File: src/include/clkbuf_regs_pkg.sv
// constants, types and reset values for the clock buffer configuration bank
// assumes a byte-level serial engine outside that reports address, data and stop events
package clkbuf_regs_pkg;

   // register indices
   localparam logic [7:0] OFS_ENABLE_LOW = 8'h00;
   localparam logic [7:0] OFS_EN6_SWING = 8'h01;
   localparam logic [7:0] OFS_SPEED_LOW = 8'h02;
   localparam logic [7:0] OFS_SPEED_HIGH = 8'h03;
   localparam logic [7:0] OFS_RSVD_ONES = 8'h04;
   localparam logic [7:0] OFS_REV_MAKER = 8'h05;
   localparam logic [7:0] OFS_PART = 8'h06;
   localparam logic [7:0] OFS_READBACK_LEN = 8'h07;

   // outputs 0..5 share this bit placement in the enable and edge-speed bytes
   localparam int unsigned LOW_OUTS = 6;
   localparam int unsigned LOW_BIT_POS [0:5] = '{0, 2, 3, 4, 6, 7};
   localparam int unsigned OUT6_EN_BIT = 5;
   localparam int unsigned SPEED6_BIT = 0;
   localparam int unsigned SWING_LSB = 0;
   localparam int unsigned SWING_W = 2;
   localparam int unsigned LEN_W = 5;
   localparam int unsigned NUM_OUTS = 7;

   // reset values, reserved bits included
   localparam logic [7:0] ENABLE_LOW_RST = 8'hff;
   localparam logic [7:0] EN6_SWING_RST = 8'h6e;
   localparam logic [7:0] SPEED_LOW_RST = 8'hff;
   localparam logic [7:0] SPEED_HIGH_RST = 8'hc5;
   localparam logic [7:0] RSVD_ONES_VAL = 8'hff;
   localparam logic [7:0] READBACK_LEN_RST = 8'h08;
   localparam logic [7:0] UNMAPPED_VAL = 8'h00;
   localparam logic [7:0] PAST_END_VAL = 8'hff;

   // writable bits per byte; all others keep their value
   localparam logic [7:0] ENABLE_LOW_WMASK = 8'hdd;
   localparam logic [7:0] EN6_SWING_WMASK = 8'h23;
   localparam logic [7:0] SPEED_LOW_WMASK = 8'hdd;
   localparam logic [7:0] SPEED_HIGH_WMASK = 8'h01;
   localparam logic [7:0] READBACK_LEN_WMASK = 8'h1f;

   // identity defaults; the values are arbitrary
   localparam logic [3:0] REV_CODE_DFLT = 4'h2;
   localparam logic [3:0] MAKER_CODE_DFLT = 4'h5;
   localparam logic [1:0] CLASS_CODE_DFLT = 2'h2;
   localparam logic [5:0] PART_CODE_DFLT = 6'h2a;

   typedef enum logic [2:0] {
      ST_IDLE,
      ST_GET_INDEX,
      ST_GET_COUNT,
      ST_WRITE_DATA,
      ST_SEND_COUNT,
      ST_SEND_DATA
   } bank_state_t;

endpackage

File: src/design/clk_out_gate.sv
// per-output run decision from the software enable bit and the active-low pin
// assumes pins are synchronous to the clock
`timescale 1ns/10ps
`default_nettype none
module clk_out_gate #(
   parameter int unsigned N_OUT = 7
) (
   input wire logic clk_in,
   input wire logic resetn_in,
   input wire logic ce_in,
   input wire logic [N_OUT-1:0] enable_bits_in,
   input wire logic [N_OUT-1:0] oe_n_pins_in,
   output logic [N_OUT-1:0] run_out
);

   typedef struct packed {
      logic [N_OUT-1:0] run;
   } gate_t;

   gate_t s_q;
   gate_t s_d;
   logic [N_OUT-1:0] run_next;

   if (N_OUT < 1 || N_OUT > 32) begin : g_bad_n_out
      $error("clk_out_gate: N_OUT out of range");
   end

   // a cleared bit parks the pair low whatever the pin says
   for (genvar g = 0; g < N_OUT; g++) begin : g_out
      assign run_next[g] = enable_bits_in[g] & ~oe_n_pins_in[g];
   end

   always_comb begin
      s_d = s_q;
      s_d.run = run_next;
   end

   // parked low out of reset until the first decision
   always_ff @(posedge clk_in) begin
      if (!resetn_in) begin
         s_q <= '0;
      end else if (ce_in) begin
         s_q <= s_d;
      end
   end

   assign run_out = s_q.run;

endmodule
`default_nettype wire

File: src/design/clkbuf_reg_bank.sv
// indexed configuration and identity byte bank of a seven-output clock fanout buffer
// assumes a serial engine that strobes address, received bytes, send requests and stop
// Operation
// - a cleared enable bit holds that output pair low on both legs whatever its pin says.
// - output 6 enable is bit 5 of byte 1, read/write, default 1, and clearing it forces it low.
// - byte 1 bits 1:0 select swing, default 10, codes 00 0.55V, 01 0.65V, 10 0.7V, 11 0.8V.
// - byte 2 bits 0,2,3,4,6,7 are read/write edge speeds of outputs 0 to 5, default fast.
// - byte 3 bit 0 is the read/write edge speed of output 6, default fast, rest reserved.
// - byte 4 is reserved and always reads all ones.
// - byte 5 returns fixed revision code high and maker code low, unchanged by writes.
// - byte 6 returns fixed class code in bits 7:6 and part code in bits 5:0.
// - byte 7 bits 4:0 set the block read length, default 8, bits 7:5 read zero.
// - a block write is address, index, count then data bytes, each acknowledged.
// - a block read sends the count then data from the stored index after a read address.
// - byte 0 bits 0,2,3,4,6,7 are read/write enables of outputs 0 to 5, all bits default 1.
`timescale 1ns/10ps
`default_nettype none
module clkbuf_reg_bank
   import clkbuf_regs_pkg::*;
#(
   parameter logic [3:0] REV_CODE = clkbuf_regs_pkg::REV_CODE_DFLT,
   parameter logic [3:0] MAKER_CODE = clkbuf_regs_pkg::MAKER_CODE_DFLT,
   parameter logic [1:0] CLASS_CODE = clkbuf_regs_pkg::CLASS_CODE_DFLT,
   parameter logic [5:0] PART_CODE = clkbuf_regs_pkg::PART_CODE_DFLT
) (
   input wire logic CLK_IN,
   input wire logic RESETN_IN,
   input wire logic CE_IN,
   input wire logic ADDR_STB_IN,
   input wire logic RNW_IN,
   input wire logic RX_STB_IN,
   input wire logic [7:0] RX_BYTE_IN,
   input wire logic TX_REQ_IN,
   input wire logic STOP_IN,
   input wire logic [clkbuf_regs_pkg::NUM_OUTS-1:0] OE_N_IN,
   output logic ACK_OUT,
   output logic TX_VALID_OUT,
   output logic [7:0] TX_BYTE_OUT,
   output logic [clkbuf_regs_pkg::NUM_OUTS-1:0] CLK_EN_OUT,
   output logic [clkbuf_regs_pkg::NUM_OUTS-1:0] SLEW_FAST_OUT,
   output logic [clkbuf_regs_pkg::SWING_W-1:0] SWING_SEL_OUT
);

   import clkbuf_regs_pkg::*;

   typedef struct packed {
      bank_state_t st;
      logic [7:0] idx;
      logic [7:0] wr_left;
      logic [LEN_W-1:0] rd_left;
      logic [7:0] enable_low;
      logic [7:0] en6_swing;
      logic [7:0] speed_low;
      logic [7:0] speed_high;
      logic [7:0] readback_length;
      logic [NUM_OUTS-1:0] slew;
      logic [SWING_W-1:0] swing;
      logic ack;
      logic [7:0] tx;
      logic tx_v;
   } bank_t;

   localparam bank_t BANK_RST = '{
      st: ST_IDLE,
      idx: 8'h00,
      wr_left: 8'h00,
      rd_left: 5'h00,
      enable_low: ENABLE_LOW_RST,
      en6_swing: EN6_SWING_RST,
      speed_low: SPEED_LOW_RST,
      speed_high: SPEED_HIGH_RST,
      readback_length: READBACK_LEN_RST,
      slew: 7'h7f,
      swing: 2'h2,
      ack: 1'b0,
      tx: 8'h00,
      tx_v: 1'b0
   };

   bank_t s_q;
   bank_t s_d;
   logic [NUM_OUTS-1:0] enable_bits;

   // the byte layout below assumes six low outputs plus output 6, all inside one byte
   if (LOW_OUTS + 1 != NUM_OUTS || LEN_W > 8 || SWING_LSB + SWING_W > 8 ||
       OUT6_EN_BIT > 7 || SPEED6_BIT > 7) begin : g_bad_layout
      $error("clkbuf_reg_bank: register layout constants do not fit a byte");
   end
   for (genvar g = 0; g < LOW_OUTS; g++) begin : g_pos_check
      if (LOW_BIT_POS[g] > 7) begin : g_bad_pos
         $error("clkbuf_reg_bank: output bit position outside the byte");
      end
   end

   // merge only the writable bits, so reserved and fixed bits keep their value
   function automatic logic [7:0] masked(input logic [7:0] old_v, input logic [7:0] new_v,
                                         input logic [7:0] wmask);
      masked = (old_v & ~wmask) | (new_v & wmask);
   endfunction

   // spread the six low-output bits of an enable or speed byte plus output 6
   function automatic logic [NUM_OUTS-1:0] pick(input logic [7:0] low_byte,
                                                input logic bit6);
      logic [NUM_OUTS-1:0] v;
      v = '0;
      for (int i = 0; i < LOW_OUTS; i++) begin
         v[i] = low_byte[LOW_BIT_POS[i]];
      end
      v[NUM_OUTS-1] = bit6;
      pick = v;
   endfunction

   function automatic logic [7:0] read_byte(input bank_t s, input logic [7:0] i);
      logic [7:0] v;
      v = UNMAPPED_VAL;
      if (i == OFS_ENABLE_LOW) begin
         v = s.enable_low;
      end else if (i == OFS_EN6_SWING) begin
         v = s.en6_swing;
      end else if (i == OFS_SPEED_LOW) begin
         v = s.speed_low;
      end else if (i == OFS_SPEED_HIGH) begin
         v = s.speed_high;
      end else if (i == OFS_RSVD_ONES) begin
         v = RSVD_ONES_VAL;
      end else if (i == OFS_REV_MAKER) begin
         v = {REV_CODE, MAKER_CODE};
      end else if (i == OFS_PART) begin
         v = {CLASS_CODE, PART_CODE};
      end else if (i == OFS_READBACK_LEN) begin
         v = s.readback_length;
      end
      read_byte = v;
   endfunction

   always_comb begin
      s_d = s_q;
      s_d.ack = 1'b0;
      s_d.tx_v = 1'b0;

      // settings follow the stored bytes one cycle later
      s_d.slew = pick(s_q.speed_low, s_q.speed_high[SPEED6_BIT]);
      s_d.swing = s_q.en6_swing[SWING_LSB +: SWING_W];

      if (STOP_IN) begin
         // stop ends any transfer; the index stays for a later read
         s_d.st = ST_IDLE;
      end else if (ADDR_STB_IN) begin
         s_d.ack = 1'b1;
         if (RNW_IN) begin
            s_d.st = ST_SEND_COUNT;
         end else begin
            s_d.st = ST_GET_INDEX;
         end
      end else if (RX_STB_IN) begin
         case (s_q.st)
            ST_GET_INDEX: begin
               s_d.ack = 1'b1;
               s_d.idx = RX_BYTE_IN;
               s_d.st = ST_GET_COUNT;
            end
            ST_GET_COUNT: begin
               s_d.ack = 1'b1;
               s_d.wr_left = RX_BYTE_IN;
               s_d.st = ST_WRITE_DATA;
            end
            ST_WRITE_DATA: begin
               // bytes beyond the announced count are still acknowledged but dropped
               s_d.ack = 1'b1;
               if (s_q.wr_left != 8'h00) begin
                  s_d.wr_left = s_q.wr_left - 8'h01;
                  s_d.idx = s_q.idx + 8'h01;
                  if (s_q.idx == OFS_ENABLE_LOW) begin
                     s_d.enable_low = masked(s_q.enable_low, RX_BYTE_IN,
                                             ENABLE_LOW_WMASK);
                  end else if (s_q.idx == OFS_EN6_SWING) begin
                     s_d.en6_swing = masked(s_q.en6_swing, RX_BYTE_IN,
                                            EN6_SWING_WMASK);
                  end else if (s_q.idx == OFS_SPEED_LOW) begin
                     s_d.speed_low = masked(s_q.speed_low, RX_BYTE_IN,
                                            SPEED_LOW_WMASK);
                  end else if (s_q.idx == OFS_SPEED_HIGH) begin
                     s_d.speed_high = masked(s_q.speed_high, RX_BYTE_IN,
                                             SPEED_HIGH_WMASK);
                  end else if (s_q.idx == OFS_READBACK_LEN) begin
                     s_d.readback_length = masked(s_q.readback_length, RX_BYTE_IN,
                                                  READBACK_LEN_WMASK);
                  end
                  // bytes 4 to 6 and unmapped indices take the write and keep their value
               end
            end
            default: begin
               // not addressed for writing: no acknowledge
               s_d.ack = 1'b0;
            end
         endcase
      end else if (TX_REQ_IN) begin
         case (s_q.st)
            ST_SEND_COUNT: begin
               s_d.tx = s_q.readback_length;
               s_d.tx_v = 1'b1;
               s_d.rd_left = s_q.readback_length[LEN_W-1:0];
               s_d.st = ST_SEND_DATA;
            end
            ST_SEND_DATA: begin
               // a host reading past the count gets filler rather than a stall
               s_d.tx_v = 1'b1;
               if (s_q.rd_left != '0) begin
                  s_d.tx = read_byte(s_q, s_q.idx);
                  s_d.idx = s_q.idx + 8'h01;
                  s_d.rd_left = s_q.rd_left - 5'h01;
               end else begin
                  s_d.tx = PAST_END_VAL;
               end
            end
            default: begin
               s_d.tx_v = 1'b0;
            end
         endcase
      end
   end

   always_ff @(posedge CLK_IN) begin
      if (!RESETN_IN) begin
         s_q <= BANK_RST;
      end else if (CE_IN) begin
         s_q <= s_d;
      end
   end

   assign enable_bits = pick(s_q.enable_low, s_q.en6_swing[OUT6_EN_BIT]);

   clk_out_gate #(
      .N_OUT(NUM_OUTS)
   ) u_gate (
      .clk_in(CLK_IN),
      .resetn_in(RESETN_IN),
      .ce_in(CE_IN),
      .enable_bits_in(enable_bits),
      .oe_n_pins_in(OE_N_IN),
      .run_out(CLK_EN_OUT)
   );

   assign ACK_OUT = s_q.ack;
   assign TX_VALID_OUT = s_q.tx_v;
   assign TX_BYTE_OUT = s_q.tx;
   assign SLEW_FAST_OUT = s_q.slew;
   assign SWING_SEL_OUT = s_q.swing;

endmodule
`default_nettype wire

File: config.mk
export PLATFORM = sky130hd
export DESIGN_NAME = clkbuf_reg_bank
export DESIGN_NICKNAME = d
export VERILOG_FILES = /design/src/include/clkbuf_regs_pkg.sv /design/src/design/clk_out_gate.sv /design/src/design/clkbuf_reg_bank.sv
export SDC_FILE = /design/constraint.sdc
export NUM_CORES = 1
export LEC_CHECK = 0
export BUFFER_PORTS_ARGS = -buffer_cell sky130_fd_sc_hd__buf_4
export CAP_MARGIN = 20
export CELL_PAD_IN_SITES_DETAIL_PLACEMENT = 0
export CELL_PAD_IN_SITES_GLOBAL_PLACEMENT = 1
export CORE_ASPECT_RATIO = 1.75
export CORE_MARGIN = 2
export CORE_UTILIZATION = 44
export CTS_CLUSTER_DIAMETER = 120
export CTS_CLUSTER_SIZE = 30
export DETAILED_ROUTE_END_ITERATION = 7
export GPL_TIMING_DRIVEN = 0
export PLACE_DENSITY = 0.8
export REMOVE_ABC_BUFFERS = 1
export SETUP_SLACK_MARGIN = 0.4
export SLEW_MARGIN = 0
export SYNTH_ARGS = -nofsm -noshare
export SYNTH_HDL_FRONTEND = slang
export SYNTH_HIERARCHICAL = 1
export SYNTH_SLANG_ARGS = --single-unit
File: constraint.sdc
create_clock -name CLK_IN -period 3 [get_ports CLK_IN]
set_input_delay 0.3 -clock CLK_IN [delete_from_list [all_inputs] [get_ports CLK_IN]]
set_output_delay 0.3 -clock CLK_IN [all_outputs]
set_load 0.02 [all_outputs]
[After elaboration in Yosys (flattened, before gate mapping)]
Index checks and enable logic that the tools add are counted.
Cells by class
  multiplexer cells: 32
  $add $sub $neg: 3
  eq/ne operators: 17
  bitwise gates (word level): 26
  reductions and logical operators: 22
Operator list (count)
  $mux W8: 11
  $pmux W8 S2: 3
  $eq A8 B3 Y1 const B: 4
  $mux W9: 3
  $mux W11: 2
  $eq A8 B2 Y1 const B: 2
  $mux W16: 1
  $or A6 B8 Y8: 2
  $reduce_and A8 Y1: 2
  $not A1 Y1: 14
  $reduce_and A7 Y1: 2
  $mux W3: 4
  $reduce_and A6 Y1: 2
  $reduce_and A11 Y1: 1
  $mux W10: 1
  $pmux W5 S2: 1
  $reduce_and A10 Y1: 1
  $reduce_bool A2 Y1: 5
  $reduce_and A9 Y1: 1
  $add A8 B1 Y8 const B: 1
  $eq A8 B1 Y1 const B: 1
  $logic_not A8 Y1: 1
  $or A8 B1 Y8: 1
  $or A8 B5 Y8: 1
  other kinds (20): 33
Storage, ports and cells
  word-level logic and storage cells: 115
  register bits after elaboration: 90

[Longest topological paths before layout]
  depth after elaboration: 15
  mapped depth: 8

[Modules after synthesis]
Netlist, hierarchy kept.
By module, submodules not included
  clkbuf_reg_bank: cells an instance 451, times used 1, area each 3678.5 sq um
  clk_out_gate: cells an instance 30, times used 1, area each 299.0 sq um

[Worst setup path before layout]
OpenSTA, ideal clock, no wires.
  path type: register to register
  from: register s_q[72] in the netlist's numbering
  to: register s_q, in the netlist s_d[13]
  stages on the path, launching flop included: 8
  setup slack: 0.897 ns
  period minus slack after synthesis: 2.103 ns
  arrival: 1.973 ns
  data required time: 2.870 ns
  cells stage by stage: dfxtp_1 > inv_1 > ha_1 > clkbuf_1 > or2_2 > nor4_4 > mux2i_1 > nand2_1
Between the ends
  cells in the longest elaborated chain, start to end: 3
  elaborated cells on any way between the ends: 6
  classes of those cells: eq/ne (2); bitwise (2); reduce/logical (2)
Ends and longest elaborated chain
  from (decl): line clkbuf_reg_bank.sv:80  | bank_t s_q;
  from (signal assigned): line clkbuf_reg_bank.sv:225  | s_q <= BANK_RST;
  from (signal assigned): line clkbuf_reg_bank.sv:227  | s_q <= s_d;
  $eq A8 B1 Y1 or $logic_not A8 Y1 (tied branches): line clkbuf_reg_bank.sv:176, clkbuf_reg_bank.sv:173
  $not A1 Y1 (no line)
  $reduce_and A9 Y1 (no line) (*)
Mark *: on every way between the ends. The rest lies on a longest branch, timed or not.
A chain may end at the register's enable or synchronous reset.

[Worst setup path in the final report]
  from: register s_q[64] in the netlist's numbering
  to: register s_q[77] in the netlist's numbering
Between the ends
  cells in the longest elaborated chain, start to end: 3
Ends and longest elaborated chain
  $reduce_bool A8 Y1: line clkbuf_reg_bank.sv:170  | if (s_q.wr_left != 8'h00) begin
  $ne A3 B3 Y1 (no line)
  $reduce_and A8 Y1 (no line)
No other way between the ends.

==> impl_results.md <==
* Actual slew at the worst max-slew pin at 0.743 ns
* Register area share after synthesis at 35.7%
* Antenna-violating nets left at 0
* CP Capture Type: flop
* Grt ovf at 0
* Syn Area/Cell at just over 8 um2
* Dpl hpwl at roughly 7300 um
* Share of cells above drive strength 1 at 18.4%
* Worst Path Class, Setup: reg -> reg
* Ys async rst share at 0%
* Max stage delay on crit path at 0.50 ns
* Core Area at around 0.0087 mm2
* CP top delay family: simple AND/OR/NAND/NOR gates
* Die Width at ~76 um
* Htree depth at 3
* Place WS at between 0.2 and 0.3 ns
* Synth top area share at around 36%
* Starting Density at a little under half
* Worst-path clk slew at around 0.06 ns
* Max cap viols at 0
* CP max FO at 17
* Die Span Y at 130 um
* Fin. max-slew vios at 0
* Slew HR at between 40% and 50%
* Power Dens Cells at between 400 and 500 mW/mm2
* # clock sinks at around 70
* Final hold vios at 0
* Reg2Reg Depth at 7
* Drt pass-1 iters at 4
* Cell Chain, Critical Path: inv_1 -> ha_1 -> or3b_2 -> or3_4 -> a31oi_4 -> a21oi_1 -> o221a_2
* Clock Latency Late Sink at between 0.3 and 0.4 ns
* Largest net degree at the start of global routing at between 50 and 60
* Final Setup Violations at 0
* Hold Path Depth at 3
* Clock buffer depth at 2
* P&R area growth vs syn at 15.4%
* Tmin final at between 2 and 2.5 ns
* Worst hold slack at 0.215 ns
* Yosys warns at 6
* Final net count at 532
* FF-to-FF setup slack at 0.54 ns
* EDFF count, synth at 0
* Port-buffer cells at 48
* RSZ-0062 raised after global routing: no
* Syn Std Cell Area at approximately 0.004 mm2
* Most common cell in the synthesized netlist: dfxtp_1
* Hold Path Sink: u_gate/run_out[4]
* Multi-input combinational cell area at about 0.0022 mm2
* CTS tree: done
* Post-synth top area cell: dfxtp_1
* CP startpoint kind: flop
* DRC at 0
* CTS buffer count at 9
* Number of global-route vias before repair at between 3000 and 4000
* Final cycle utilization of the critical path at ~82%
* Gr usage total at 22.4%
* # hold bufs at CTS at 0
* Synth top cells by count: 71 x dfxtp_1, 63 x nand2_1, 46 x a21oi_1, 41 x nor2_1, 31 x mux2i_1
* Initial antenna violation count at 0
* Detailed Route WL at around 10000 um
* Synth cell types at 71
* Sequential cell area at 0.00142 mm2
* First-pass GRT wire length at 16700 um
* R2r endpoint: s_q[77]
* DR vias at 3507
* Hold path startpoint: OE_N_IN[4]
* Layout Skew at 0.00593 ns
* Floorplan row count at between 40 and 50
* Die area at approximately 0.0098 mm2
* DP Cell Count at between 600 and 700
* Worst setup margin at 0.540 ns
* Synth area leaders: dfxtp_1 36%, mux2i_1 7.8%, nand2_1 5.9%
* Final std cells w/o fill at between 600 and 700
* Initial DRC Count at 161
* Fillers at ~850
* Setup TNS at 0 ns
* Worst VDD drop at 0.347 mV
* Fmax at about 410 MHz
* Main flop type after synthesis: dfxtp_1
* CP arrival at approximately 2.7 ns
* Clk root buf: clkbuf_16
* Worst r2r src: s_q[64]
* Status: finished, final reports clean
* P_leak at about 1.8 nW
* Worst endpoint required time at approximately 3.2 ns
* HP Class: in -> reg
* Synth Register Bits at 71
* Drt wl/cell at 16.8 um
* GP Congestion at approximately 0.93
* Ant. Diodes at 0
* Mapped Cells at between 400 and 500
* CP max-delay cell: or3b_2
* CP bufs+invs at 1
* DR vias/cell at around 5.6
* Top-level I/O count at slightly below 50
-- worst min-delay path: stages --
cell      delay (ns)
buf_4           0.07
nand4b_1        0.09
nand2_1         0.04
-- sequential cells by signal, indices dropped and copies added, names as in the netlist --
| signal | count |
|---|---|
| ACK_OUT | 1 |
| SLEW_FAST_OUT | 7 |
| SWING_SEL_OUT | 2 |
| TX_BYTE_OUT | 8 |
| TX_VALID_OUT | 1 |
| enable_bits | 7 |
| s_d | 9 |
| s_q | 29 |
| u_gate/run_out | 7 |
-- cell usage in the layout (no fill, tap or decap), types with 3 or more instances in the layout --
master     netlist  final
nor2_1          41     41
a21oi_1         46     46
nand3_1         11     11
clkbuf_16        0      9
nand2b_1         6      6
and3_1           6      6
a21o_1           4      4
nand4b_1         7      7
nand2_1         63     63
dfxtp_1         71     71
mux2i_1         31     31
nor3_1          13     13
a31oi_1          8      8
inv_1           12     12
o211ai_1         3      3
buf_4           19     51
nand3b_1        11     12
o21ai_0         24     24
or2_2            4      4
o32ai_1          4      4
a211oi_1         5      5
ha_1             8      8
-- timing repair --
item,CTS,global route
endpoints found under the setup margin,5,8
buffers inserted,0,3
pin swaps,1,0
gates resized for setup,0,1
gates cloned,1,0
-- per-stage QoR --
| stage | power [mW] | cell area (um2) | util, % |
|---|---|---|---|
| floorplan | 1.03 | 3700 | - |
| finish | 2.25 | 4590 | 52.6 |
| CTS | 2.27 | 4560 | 52.2 |
| detailed placement | 1.11 | 4230 | 48.5 |
| global route | 2.32 | 4590 | 52.6 |
| global placement | 1.11 | 4200 | 48.2 |
-- where the power goes --
part / switching [mW] / internal (mW)
Sequential: 0.00710 / 0.951
Clock: 0.409 / 0.747
Combinational: 0.0798 / 0.0559
Total: 0.496 / 1.75
-- how the worst max path moves through the flow --
stage,from,endpoint,cells after the start
final,s_q[64],s_q[77],7
after CTS,s_q[59],s_q[77],7
after detailed placement,s_q[81],s_q[77],5
after floorplan,s_q[64],s_q[77],7
after global routing,s_q[64],s_q[77],7
after global placement,s_q[81],s_q[77],5
-- per-layer routing --
layer | up-vias | global-route usage, % | routed length (um)
li1 | 1752 | - | -
met1 | 1668 | 27.9 | 4390
met2 | 72 | 37.5 | 5450
met3 | 15 | 4.17 | 390
met4 | 0 | 8.46 | 211
met5 | - | 0 | 0
-- layout make-up --
cell class / instances / share of cell area (%)
clock buffers: 10 / 5.21
clock inverters: 5 / 1.80
inverters: 13 / 1.06
multi-input cells: 354 / 48.8
flip-flops and latches: 71 / 31.0
well taps: 117 / 3.19
repair buffers: 52 / 8.94
-- cells by family (layout without fill, tap and decap cells) --
family	after synthesis	count (layout)	share of synthesized area, %
adders and majority gates	8	8	2.52
muxes	31	31	7.80
buffers and inverters	57	80	8.30
AOI/OAI and AO/OA	117	117	18.4
xor gates and xnor gates	1	1	0.220
DFF	71	71	35.7
and+or+nand+nor	196	197	27.0
(Power assumes the default switching activity.)
